**src/rst_pkg.sv**
```systemverilog
// Constants for the system and test-port reset logic.
// Assumes one 40 MHz clock and asynchronous active-low reset pins.
package rst_pkg;
  localparam int SYNC_STAGES = 2;
  localparam int BOOT_SAMPLES = 2;
  localparam logic [31:0] RESET_FETCH_ADDR = 32'h0000_0000;
  localparam logic [31:0] RESET_PSR = 32'h0000_00d3;
  localparam logic [1:0] BOOT_SAMPLE_INIT = 2'h0;
  localparam logic STRAP_INIT = 1'h0;
  localparam int CLK_PERIOD_NS = 25;
  localparam int MIN_PULSE_US = 92;
  localparam int MIN_PULSE_CYCLES = (MIN_PULSE_US * 1000) / CLK_PERIOD_NS;
endpackage

```
**src/system_and_tap_reset_logic.sv**
```systemverilog
// Reset sequencing for the core, peripherals and test-port controllers.
// Assumes the pins come from a supervisor and a probe, unsynchronised.
`timescale 1ns/1ps
module system_and_tap_reset_logic #(
  parameter int SYNC_STAGES = rst_pkg::SYNC_STAGES, // Release chain depth.
  parameter int BOOT_SAMPLES = rst_pkg::BOOT_SAMPLES // Strap window depth.
) (
  input wire logic clk_in, // Default active clock.
  input wire logic arst_n_in, // Power-on reset, active low.
  input wire logic system_reset_in_n, // System reset pin.
  input wire logic test_port_reset_in_n, // Test-port reset pin.
  input wire logic boot_select_pin, // Boot memory select pin.
  input wire logic test_port_select_pin, // Scan or emulator select.
  output logic sys_rst_n_out, // Synchronised internal reset.
  output logic periph_rst_n_out, // Peripheral register reset.
  output logic core_halt_out, // Core stopped.
  output logic [31:0] fetch_addr_out, // First fetch address.
  output logic [31:0] psr_reset_out, // Status register default.
  output logic boot_internal_out, // High boots internal ROM.
  output logic scan_mode_out, // Latched test-port select.
  output logic scan_tap_rst_n_out, // Scan TAP reset.
  output logic emu_tap_rst_n_out, // Emulator TAP reset.
  output logic debug_exit_out, // Core leaves debug state.
  output logic idcode_sel_out // Identity instruction selected.
);
  // Elaboration guards: the shift expressions slice [N-2:0], so both
  // chains need at least two stages or they cannot be built.
  if (SYNC_STAGES < 2) begin : g_sync_depth_bad
    $error("release chain needs at least two stages");
  end
  if (BOOT_SAMPLES < 2) begin : g_boot_depth_bad
    $error("strap window needs at least two samples");
  end

  // Everything the block remembers about a system reset lives here.
  typedef struct packed {
    logic [SYNC_STAGES-1:0] sync; // Release chain, bit 0 first.
    logic [BOOT_SAMPLES-1:0] boot_smp; // Last boot-select samples.
    logic boot; // Frozen boot memory choice.
    logic sel; // Frozen test-port choice.
  } state_s;

  // Value the whole state takes while a system reset holds. Only
  // constants appear here, so every bit maps onto a plain async-clear
  // flop with no feedback through the reset path.
  localparam state_s RESET_ST = '{
    sync: '0,
    boot_smp: BOOT_SAMPLES'(rst_pkg::BOOT_SAMPLE_INIT),
    boot: rst_pkg::STRAP_INIT,
    sel: rst_pkg::STRAP_INIT
  };

  state_s st_ff;
  state_s nxt_st;
  logic sys_n;
  logic running;
  logic pin_sel_m_ff;
  logic pin_sel_ff;
  logic pin_boot_m_ff;
  logic pin_boot_ff;

  // One decode serves the scan, emulator and debug outputs: is the controller named
  // by want_scan being reset right now? It reads only the pin and the
  // frozen choice, never a clock, so a probe can reset a stopped part.
  function automatic logic tap_hit(input logic pin_n,
                                   input logic scan_sel,
                                   input logic want_scan);
    tap_hit = !pin_n && (scan_sel == want_scan);
  endfunction

  // Combined reset: either source clears the state register immediately, with no
  // clock edge needed, so the core halts mid-instruction.
  assign sys_n = arst_n_in & system_reset_in_n;

  // The last stage of the release chain is the internal reset itself.
  assign running = st_ff.sync[SYNC_STAGES-1];

  // Pin synchronisers for the straps. They clear only on power-on reset
  // and keep sampling through a system reset, so the cycles just before
  // release already carry a clean, settled level.
  always_ff @(posedge clk_in or negedge arst_n_in) begin
    if (!arst_n_in) begin
      pin_boot_m_ff <= rst_pkg::STRAP_INIT;
      pin_boot_ff <= rst_pkg::STRAP_INIT;
      pin_sel_m_ff <= rst_pkg::STRAP_INIT;
      pin_sel_ff <= rst_pkg::STRAP_INIT;
    end else begin
      pin_boot_m_ff <= boot_select_pin;
      pin_boot_ff <= pin_boot_m_ff;
      pin_sel_m_ff <= test_port_select_pin;
      pin_sel_ff <= pin_sel_m_ff;
    end
  end

  // Next state. The chain fills with ones from bit 0. While the last
  // stage is still low the straps follow the synchronised pins, and the
  // edge that raises it is the last one to sample them, so the choice
  // is the pin level of the final cycles before release and then holds.
  always_comb begin
    nxt_st = st_ff;
    nxt_st.sync = {st_ff.sync[SYNC_STAGES-2:0], 1'b1};
    if (!running) begin
      nxt_st.boot_smp = {st_ff.boot_smp[BOOT_SAMPLES-2:0],
                         pin_boot_ff};
      nxt_st.boot = pin_boot_ff;
      nxt_st.sel = pin_sel_ff;
    end
  end

  // State register. Assertion clears it at once; release waits for the
  // chain. Trade-off: the straps read their init value while a reset
  // holds and are recaptured in the two edges after release, which keeps
  // the reset branch constant-only at the cost of a short blind window.
  always_ff @(posedge clk_in or negedge sys_n) begin
    if (!sys_n) begin
      st_ff <= RESET_ST;
    end else begin
      st_ff <= nxt_st;
    end
  end

  // Core and peripheral resets come straight from the chain output, so
  // both leave reset on the same clock edge.
  assign sys_rst_n_out = running;
  assign periph_rst_n_out = running;
  assign core_halt_out = ~running;

  // Reset-time constants for the core; only these two registers get
  // defined values, the rest of the core is left as it powers up.
  assign fetch_addr_out = rst_pkg::RESET_FETCH_ADDR;
  assign psr_reset_out = rst_pkg::RESET_PSR;

  // Frozen strap choices, read by the memory map and the test port.
  assign boot_internal_out = st_ff.boot;
  assign scan_mode_out = st_ff.sel;

  // Test-port resets are pure logic from the pin, so they need no test
  // clock and never touch the system reset chain. A limitation: while a
  // system reset holds, the choice reads its init value and a probe
  // reset goes to the emulator controller.
  assign scan_tap_rst_n_out = ~tap_hit(test_port_reset_in_n, st_ff.sel,
                                       1'b1);
  assign emu_tap_rst_n_out = ~tap_hit(test_port_reset_in_n, st_ff.sel,
                                      1'b0);
  assign debug_exit_out = tap_hit(test_port_reset_in_n, st_ff.sel,
                                  1'b0);
  assign idcode_sel_out = ~test_port_reset_in_n;

  // Internal reset only rises after SYNC_STAGES clock edges.
  chk_release_delay: assert property (
    @(posedge clk_in) disable iff (!sys_n)
    $rose(st_ff.sync[0]) |-> !sys_rst_n_out ##1 sys_rst_n_out)
    else $error("internal reset released too early");
  // Boot strap stays frozen while running.
  chk_boot_frozen: assert property (
    @(posedge clk_in) disable iff (!sys_n)
    sys_rst_n_out && $past(sys_rst_n_out) |-> $stable(boot_internal_out))
    else $error("boot select changed while running");
  chk_sel_frozen: assert property (
    @(posedge clk_in) disable iff (!sys_n)
    sys_rst_n_out && $past(sys_rst_n_out) |-> $stable(scan_mode_out))
    else $error("test select changed while running");
  chk_halt_match: assert property (
    @(posedge clk_in) core_halt_out == !sys_rst_n_out)
    else $error("halt and reset disagree");
  chk_periph_rst: assert property (
    @(posedge clk_in) !sys_n |-> !periph_rst_n_out)
    else $error("peripherals not reset");
  chk_tap_one: assert property (
    @(posedge clk_in) scan_tap_rst_n_out || emu_tap_rst_n_out)
    else $error("both test controllers reset");
  chk_idcode_select: assert property (
    @(posedge clk_in) !test_port_reset_in_n |-> idcode_sel_out)
    else $error("identity instruction not selected");
  chk_fetch_zero: assert property (
    @(posedge clk_in) $rose(sys_rst_n_out) |->
    fetch_addr_out == rst_pkg::RESET_FETCH_ADDR)
    else $error("first fetch not at zero");

  // The checks below watch the chain, the strap capture and the test
  // port routing edge by edge; ten of the 21 are disabled while a system reset
  // holds, since the state is then forced and says nothing.

  // The core is halted whenever either reset source is low.
  chk_halt_async: assert property (
    @(posedge clk_in) !sys_n |-> core_halt_out)
    else $error("core running during reset");

  // The chain is empty while a reset holds.
  chk_chain_clear: assert property (
    @(posedge clk_in) !sys_n |-> st_ff.sync == '0)
    else $error("release chain not cleared");

  // Internal reset rises only after the stage before it was high.
  chk_release_edge: assert property (
    @(posedge clk_in) disable iff (!sys_n)
    $rose(sys_rst_n_out) |-> $past(st_ff.sync[SYNC_STAGES-2]))
    else $error("internal reset skipped a stage");

  // Bit 0 of the chain fills one edge after the reset sources release.
  chk_chain_fill: assert property (
    @(posedge clk_in) disable iff (!sys_n)
    sys_n |=> st_ff.sync[0])
    else $error("release chain did not fill");

  // Internal reset stays low while the stage before it was low.
  chk_chain_hold: assert property (
    @(posedge clk_in) disable iff (!sys_n)
    !$past(st_ff.sync[SYNC_STAGES-2]) |-> !sys_rst_n_out)
    else $error("internal reset released early");

  // While held, the boot choice follows the synchronised pin.
  chk_boot_capture: assert property (
    @(posedge clk_in) disable iff (!sys_n)
    !sys_rst_n_out |=> boot_internal_out == $past(pin_boot_ff))
    else $error("boot select not captured");

  // While held, the test-port choice follows the synchronised pin.
  chk_sel_capture: assert property (
    @(posedge clk_in) disable iff (!sys_n)
    !sys_rst_n_out |=> scan_mode_out == $past(pin_sel_ff))
    else $error("test select not captured");

  // The boot choice is the newest sample of the window at release.
  chk_boot_sample: assert property (
    @(posedge clk_in) disable iff (!sys_n)
    $rose(sys_rst_n_out) |-> boot_internal_out == st_ff.boot_smp[0])
    else $error("boot choice not from sample window");

  // The sample window shifts in the pin while held.
  chk_boot_window: assert property (
    @(posedge clk_in) disable iff (!sys_n)
    !sys_rst_n_out |=> st_ff.boot_smp[0] == $past(pin_boot_ff))
    else $error("boot window not sampling");

  // The sample window stands still while running.
  chk_window_hold: assert property (
    @(posedge clk_in) disable iff (!sys_n)
    sys_rst_n_out |=> $stable(st_ff.boot_smp))
    else $error("boot window moved while running");

  // Scan mode: a probe reset reaches the scan controller.
  chk_scan_route: assert property (
    @(posedge clk_in) scan_mode_out && !test_port_reset_in_n |->
    !scan_tap_rst_n_out)
    else $error("scan controller not reset");

  // Scan mode: the emulator controller is never reset.
  chk_emu_spared: assert property (
    @(posedge clk_in) scan_mode_out |-> emu_tap_rst_n_out)
    else $error("emulator reset in scan mode");

  // Emulator mode: a probe reset reaches the emulator controller.
  chk_emu_route: assert property (
    @(posedge clk_in) !scan_mode_out && !test_port_reset_in_n |->
    !emu_tap_rst_n_out)
    else $error("emulator controller not reset");

  // Emulator mode: a probe reset takes the core out of debug.
  chk_debug_exit: assert property (
    @(posedge clk_in) !scan_mode_out && !test_port_reset_in_n |->
    debug_exit_out)
    else $error("core kept in debug state");

  // Scan mode never pulls the core out of debug.
  chk_debug_scan: assert property (
    @(posedge clk_in) scan_mode_out |-> !debug_exit_out)
    else $error("debug exit in scan mode");

  // With the probe pin high, no test controller is reset.
  chk_tap_idle: assert property (
    @(posedge clk_in) test_port_reset_in_n |->
    scan_tap_rst_n_out && emu_tap_rst_n_out)
    else $error("test controller reset while idle");

  // With the probe pin high, no identity or debug request stands.
  chk_idcode_idle: assert property (
    @(posedge clk_in) test_port_reset_in_n |->
    !idcode_sel_out && !debug_exit_out)
    else $error("test request while idle");

  // Once running, only a system reset stops the core.
  chk_run_kept: assert property (
    @(posedge clk_in) disable iff (!sys_n)
    sys_rst_n_out |=> sys_rst_n_out)
    else $error("core reset without system reset");

  // The status register default is the agreed constant.
  chk_psr_value: assert property (
    @(posedge clk_in) psr_reset_out == rst_pkg::RESET_PSR)
    else $error("status default wrong");

  // Peripheral and core resets leave together.
  chk_periph_follow: assert property (
    @(posedge clk_in) periph_rst_n_out == sys_rst_n_out)
    else $error("peripheral reset out of step");

  // The core resumes at the reset fetch address.
  chk_halt_release: assert property (
    @(posedge clk_in) disable iff (!sys_n)
    $fell(core_halt_out) |-> fetch_addr_out == rst_pkg::RESET_FETCH_ADDR)
    else $error("core resumed off the reset address");
endmodule

```
**config.mk**
```make
export PLATFORM = sky130hd
export DESIGN_NAME = system_and_tap_reset_logic
export DESIGN_NICKNAME = d
export VERILOG_FILES = /design/src/rst_pkg.sv /design/src/system_and_tap_reset_logic.sv
export SDC_FILE = /design/constraint.sdc
export NUM_CORES = 1
export LEC_CHECK = 0
export ABC_AREA = 1
export BUFFER_PORTS_ARGS = -buffer_cell sky130_fd_sc_hd__buf_2
export CORE_MARGIN = 2
export CORE_UTILIZATION = 34
export CTS_CLUSTER_SIZE = 8
export DETAILED_ROUTE_END_ITERATION = 10
export GPL_ROUTABILITY_DRIVEN = 0
export PLACE_DENSITY_LB_ADDON = 0.1
export SLEW_MARGIN = 30
export SYNTH_ARGS = -nofsm -noshare
export SYNTH_HDL_FRONTEND = slang
export SYNTH_SLANG_ARGS = --single-unit
```
**constraint.sdc**
```tcl
create_clock -name clk_in -period 0.86 [get_ports clk_in]
set_input_delay 0.258 -clock clk_in [delete_from_list [all_inputs] [get_ports clk_in]]
set_output_delay 0.258 -clock clk_in [all_outputs]
set_load 0.02 [all_outputs]
```
==> flow_summary_export.csv <==
group,metric,value,unit
layout,syn_to_final_growth,-3.518,%
grt,antenna_found_initial,0,
timing,fin_worst_skew,0.004678,ns
cts,clk_pin_slew,0.06,ns
placement,pre_cts_ws,-0.1111,ns
timing,timing.final.crit_share,1.387,
timing,rsz0062_at_grt,"yes",
critical_path,r2r-end,"scan_mode_out$_DFFE_PN0N_",
yosys,ys_types,7,
drt,viasPerCell,2.681,
cts,cts-root-buf,"clkbuf_4",
drt,routed_wl,862,um
yosys,syn_area,747.0,um^2
hold_path,hold_class,"in2reg",
critical_path,arrival,0.93,ns
drt,drc,0,
drt,wl_per_cell,6.385,um
layout,layout_common_cells,"conb_1, buf_6, nand2_1, dfrtp_1, buf_2",
timing,max_freq,838.6,MHz
yosys,yosysSeqAreaShare,0.2680,
critical_path,endpoint_kind,"output port",
pwr,ir_drop,0.7860,mV
cts,cts_tree,"done",
yosys,synthCells,88,
hold_path,min_path_cells,1,
critical_path,critical_path_required,0.60,ns
pwr,power_density,1555,nW/um^2
layout,register_area,202.7,um^2
critical_path,r2r_cells,5,
die,fp.dieW,50.87,um
critical_path,worstPathMaxFanout,4,
die,fp.dieH,50.87,um
timing,setup_slack,-0.3325,ns
grt,grt_pass1_vias,216,
status,violations,"negative setup slack",
cts,cts_max_level,1,
die,fp.coreArea,2022,um^2
layout,fillers,215,
layout,fin_nets,115,
drt,detail_route.first_pass.iterations,4,
timing,fin_crit,1.193,ns
status,status,"finished with violations",
grt,grt_usage,0.05476,
cts,cts-buffers-inserted,3,
cts,cts.sinks,8,
die,start_util,0.3694,
critical_path,worstSetupPathType,"reg2out",
hold_path,hold_path_end,"pin_sel_m_ff$_DFF_PN0_",
placement,place_hpwl,727.3,um
drt,drt_iter0_drc,2,
grt,grt_first_pass_wirelength,979,um
layout,diodes,0,
drt,vias,362,
layout,final_common_cell,"conb_1",
timing,whs,0.1168,ns
yosys,yosys_warnings,0,
die,ioPinCount,79,
grt,gr-total-overflow,0,
hold_path,hp-start,"test_port_select_pin",
placement,io_buffers,14,
timing,setup_viol,10,
pwr,power.leakage,0.4546,nW
pwr,power,1.121,mW
timing,drv_slew,0,
critical_path,r2r-start,"periph_rst_n_out$_DFF_PN0_",
die,num_rows,16,
die,dieArea,2588,um^2
critical_path,critPathLaunchType,"flop",
critical_path,r2r_slack,-0.03,ns
cts,clockBufferDepth,2,
yosys,syn_area_per_cell,8.488,um^2
job,cap_violations,0,
timing,hold_viol,0,
layout,multi_input_area,287.8,um^2
grt,grt_start_max_net_pins,6,
drt,antenna_left,0,
layout,final_layout_size_suffix_gt1_frac,0.2315,
cts,worstSkewPairLatency,0.25,ns
yosys,ys_ff_latch,8,
## metal layers
metal	share of wire	GRT usage	vias up
li1	-	-	168
met1	0.31	0.05688	151
met2	0.51	0.07895	43
met3	0.18	0.05263	0
met4	0	0.01351	0
met5	0	0	-
## sequential cells by signal (all words and copies together) (netlist names)
signal             count
boot_internal_out      1
nxt_st                 1
periph_rst_n_out       1
pin_boot_ff            1
pin_boot_m_ff          1
pin_sel_ff             1
pin_sel_m_ff           1
scan_mode_out          1
## where the power goes
part	total, mW	leakage (nW)	internal (mW)	switching, mW
registers	0.417	0.0939	0.401	0.0163
logic	0.401	0.346	0.0754	0.325
clock network	0.303	0.0150	0.177	0.126
total	1.12	0.455	0.653	0.467
## layout make-up
class / count / share of cell area
well taps: 27 / 0.04688
multi-input cells: 74 / 0.3993
flip-flops and latches: 8 / 0.2812
repair buffers: 18 / 0.2153
clock buffers: 4 / 0.03646
inverters: 4 / 0.02083
## worst max-delay path by stage
stage                         startpoint                end  cells after the start
4_1_cts        scan_mode_out$_DFFE_PN0N_  emu_tap_rst_n_out                      3
2_1_floorplan  scan_mode_out$_DFFE_PN0N_  emu_tap_rst_n_out                      2
3_5_place_dp   scan_mode_out$_DFFE_PN0N_     debug_exit_out                      2
5_1_grt        scan_mode_out$_DFFE_PN0N_  emu_tap_rst_n_out                      3
3_3_place_gp   scan_mode_out$_DFFE_PN0N_     debug_exit_out                      2
6_report       scan_mode_out$_DFFE_PN0N_  emu_tap_rst_n_out                      3
## critical path, stage by stage (launching register included)
cell,delay [ns]
dfrtp_2,0.43
nor2_4,0.10
inv_2,0.04
buf_6,0.12
## stage by stage
stage	util	TNS, ns	area, um^2	cells
after floorplan	-	-0.2470	994.7	151
after global placement	0.3038	-0.2962	614.3	128
after detailed placement	0.3038	-0.2946	614.3	128
after CTS	0.3465	-2.302	700.7	134
after global routing	0.3564	-2.624	720.7	135
final	0.3564	-2.192	720.7	135
## kinds of logic (layout without fill, tap and decap cells)
family        after synthesis  after routing  synth area share
buf+inv                    69             26            0.6734
other cells                 2             65           0.01005
flops                       8              8            0.2680
simple gates                9              9           0.04858
## what timing repair did
| action | 4_1_cts | 5_1_grt |
|---|---|---|
| buffers inserted | 0 | 1 |
| hold buffers | 2 | 0 |
| setup endpoints to repair | 8 | 9 |
| gates resized for setup | 13 | 4 |
| pin swaps | 1 | 0 |
| hold endpoints to repair | 8 | 0 |
## Yosys cell counts (all sizes together)
cell,instances,area (um^2)
dfrtp,8,200.2
nor2,1,6.260
conb,2,7.510
buf,65,488.0
nand2,8,30.03
inv,4,15.01
(Power assumes the default switching activity.)
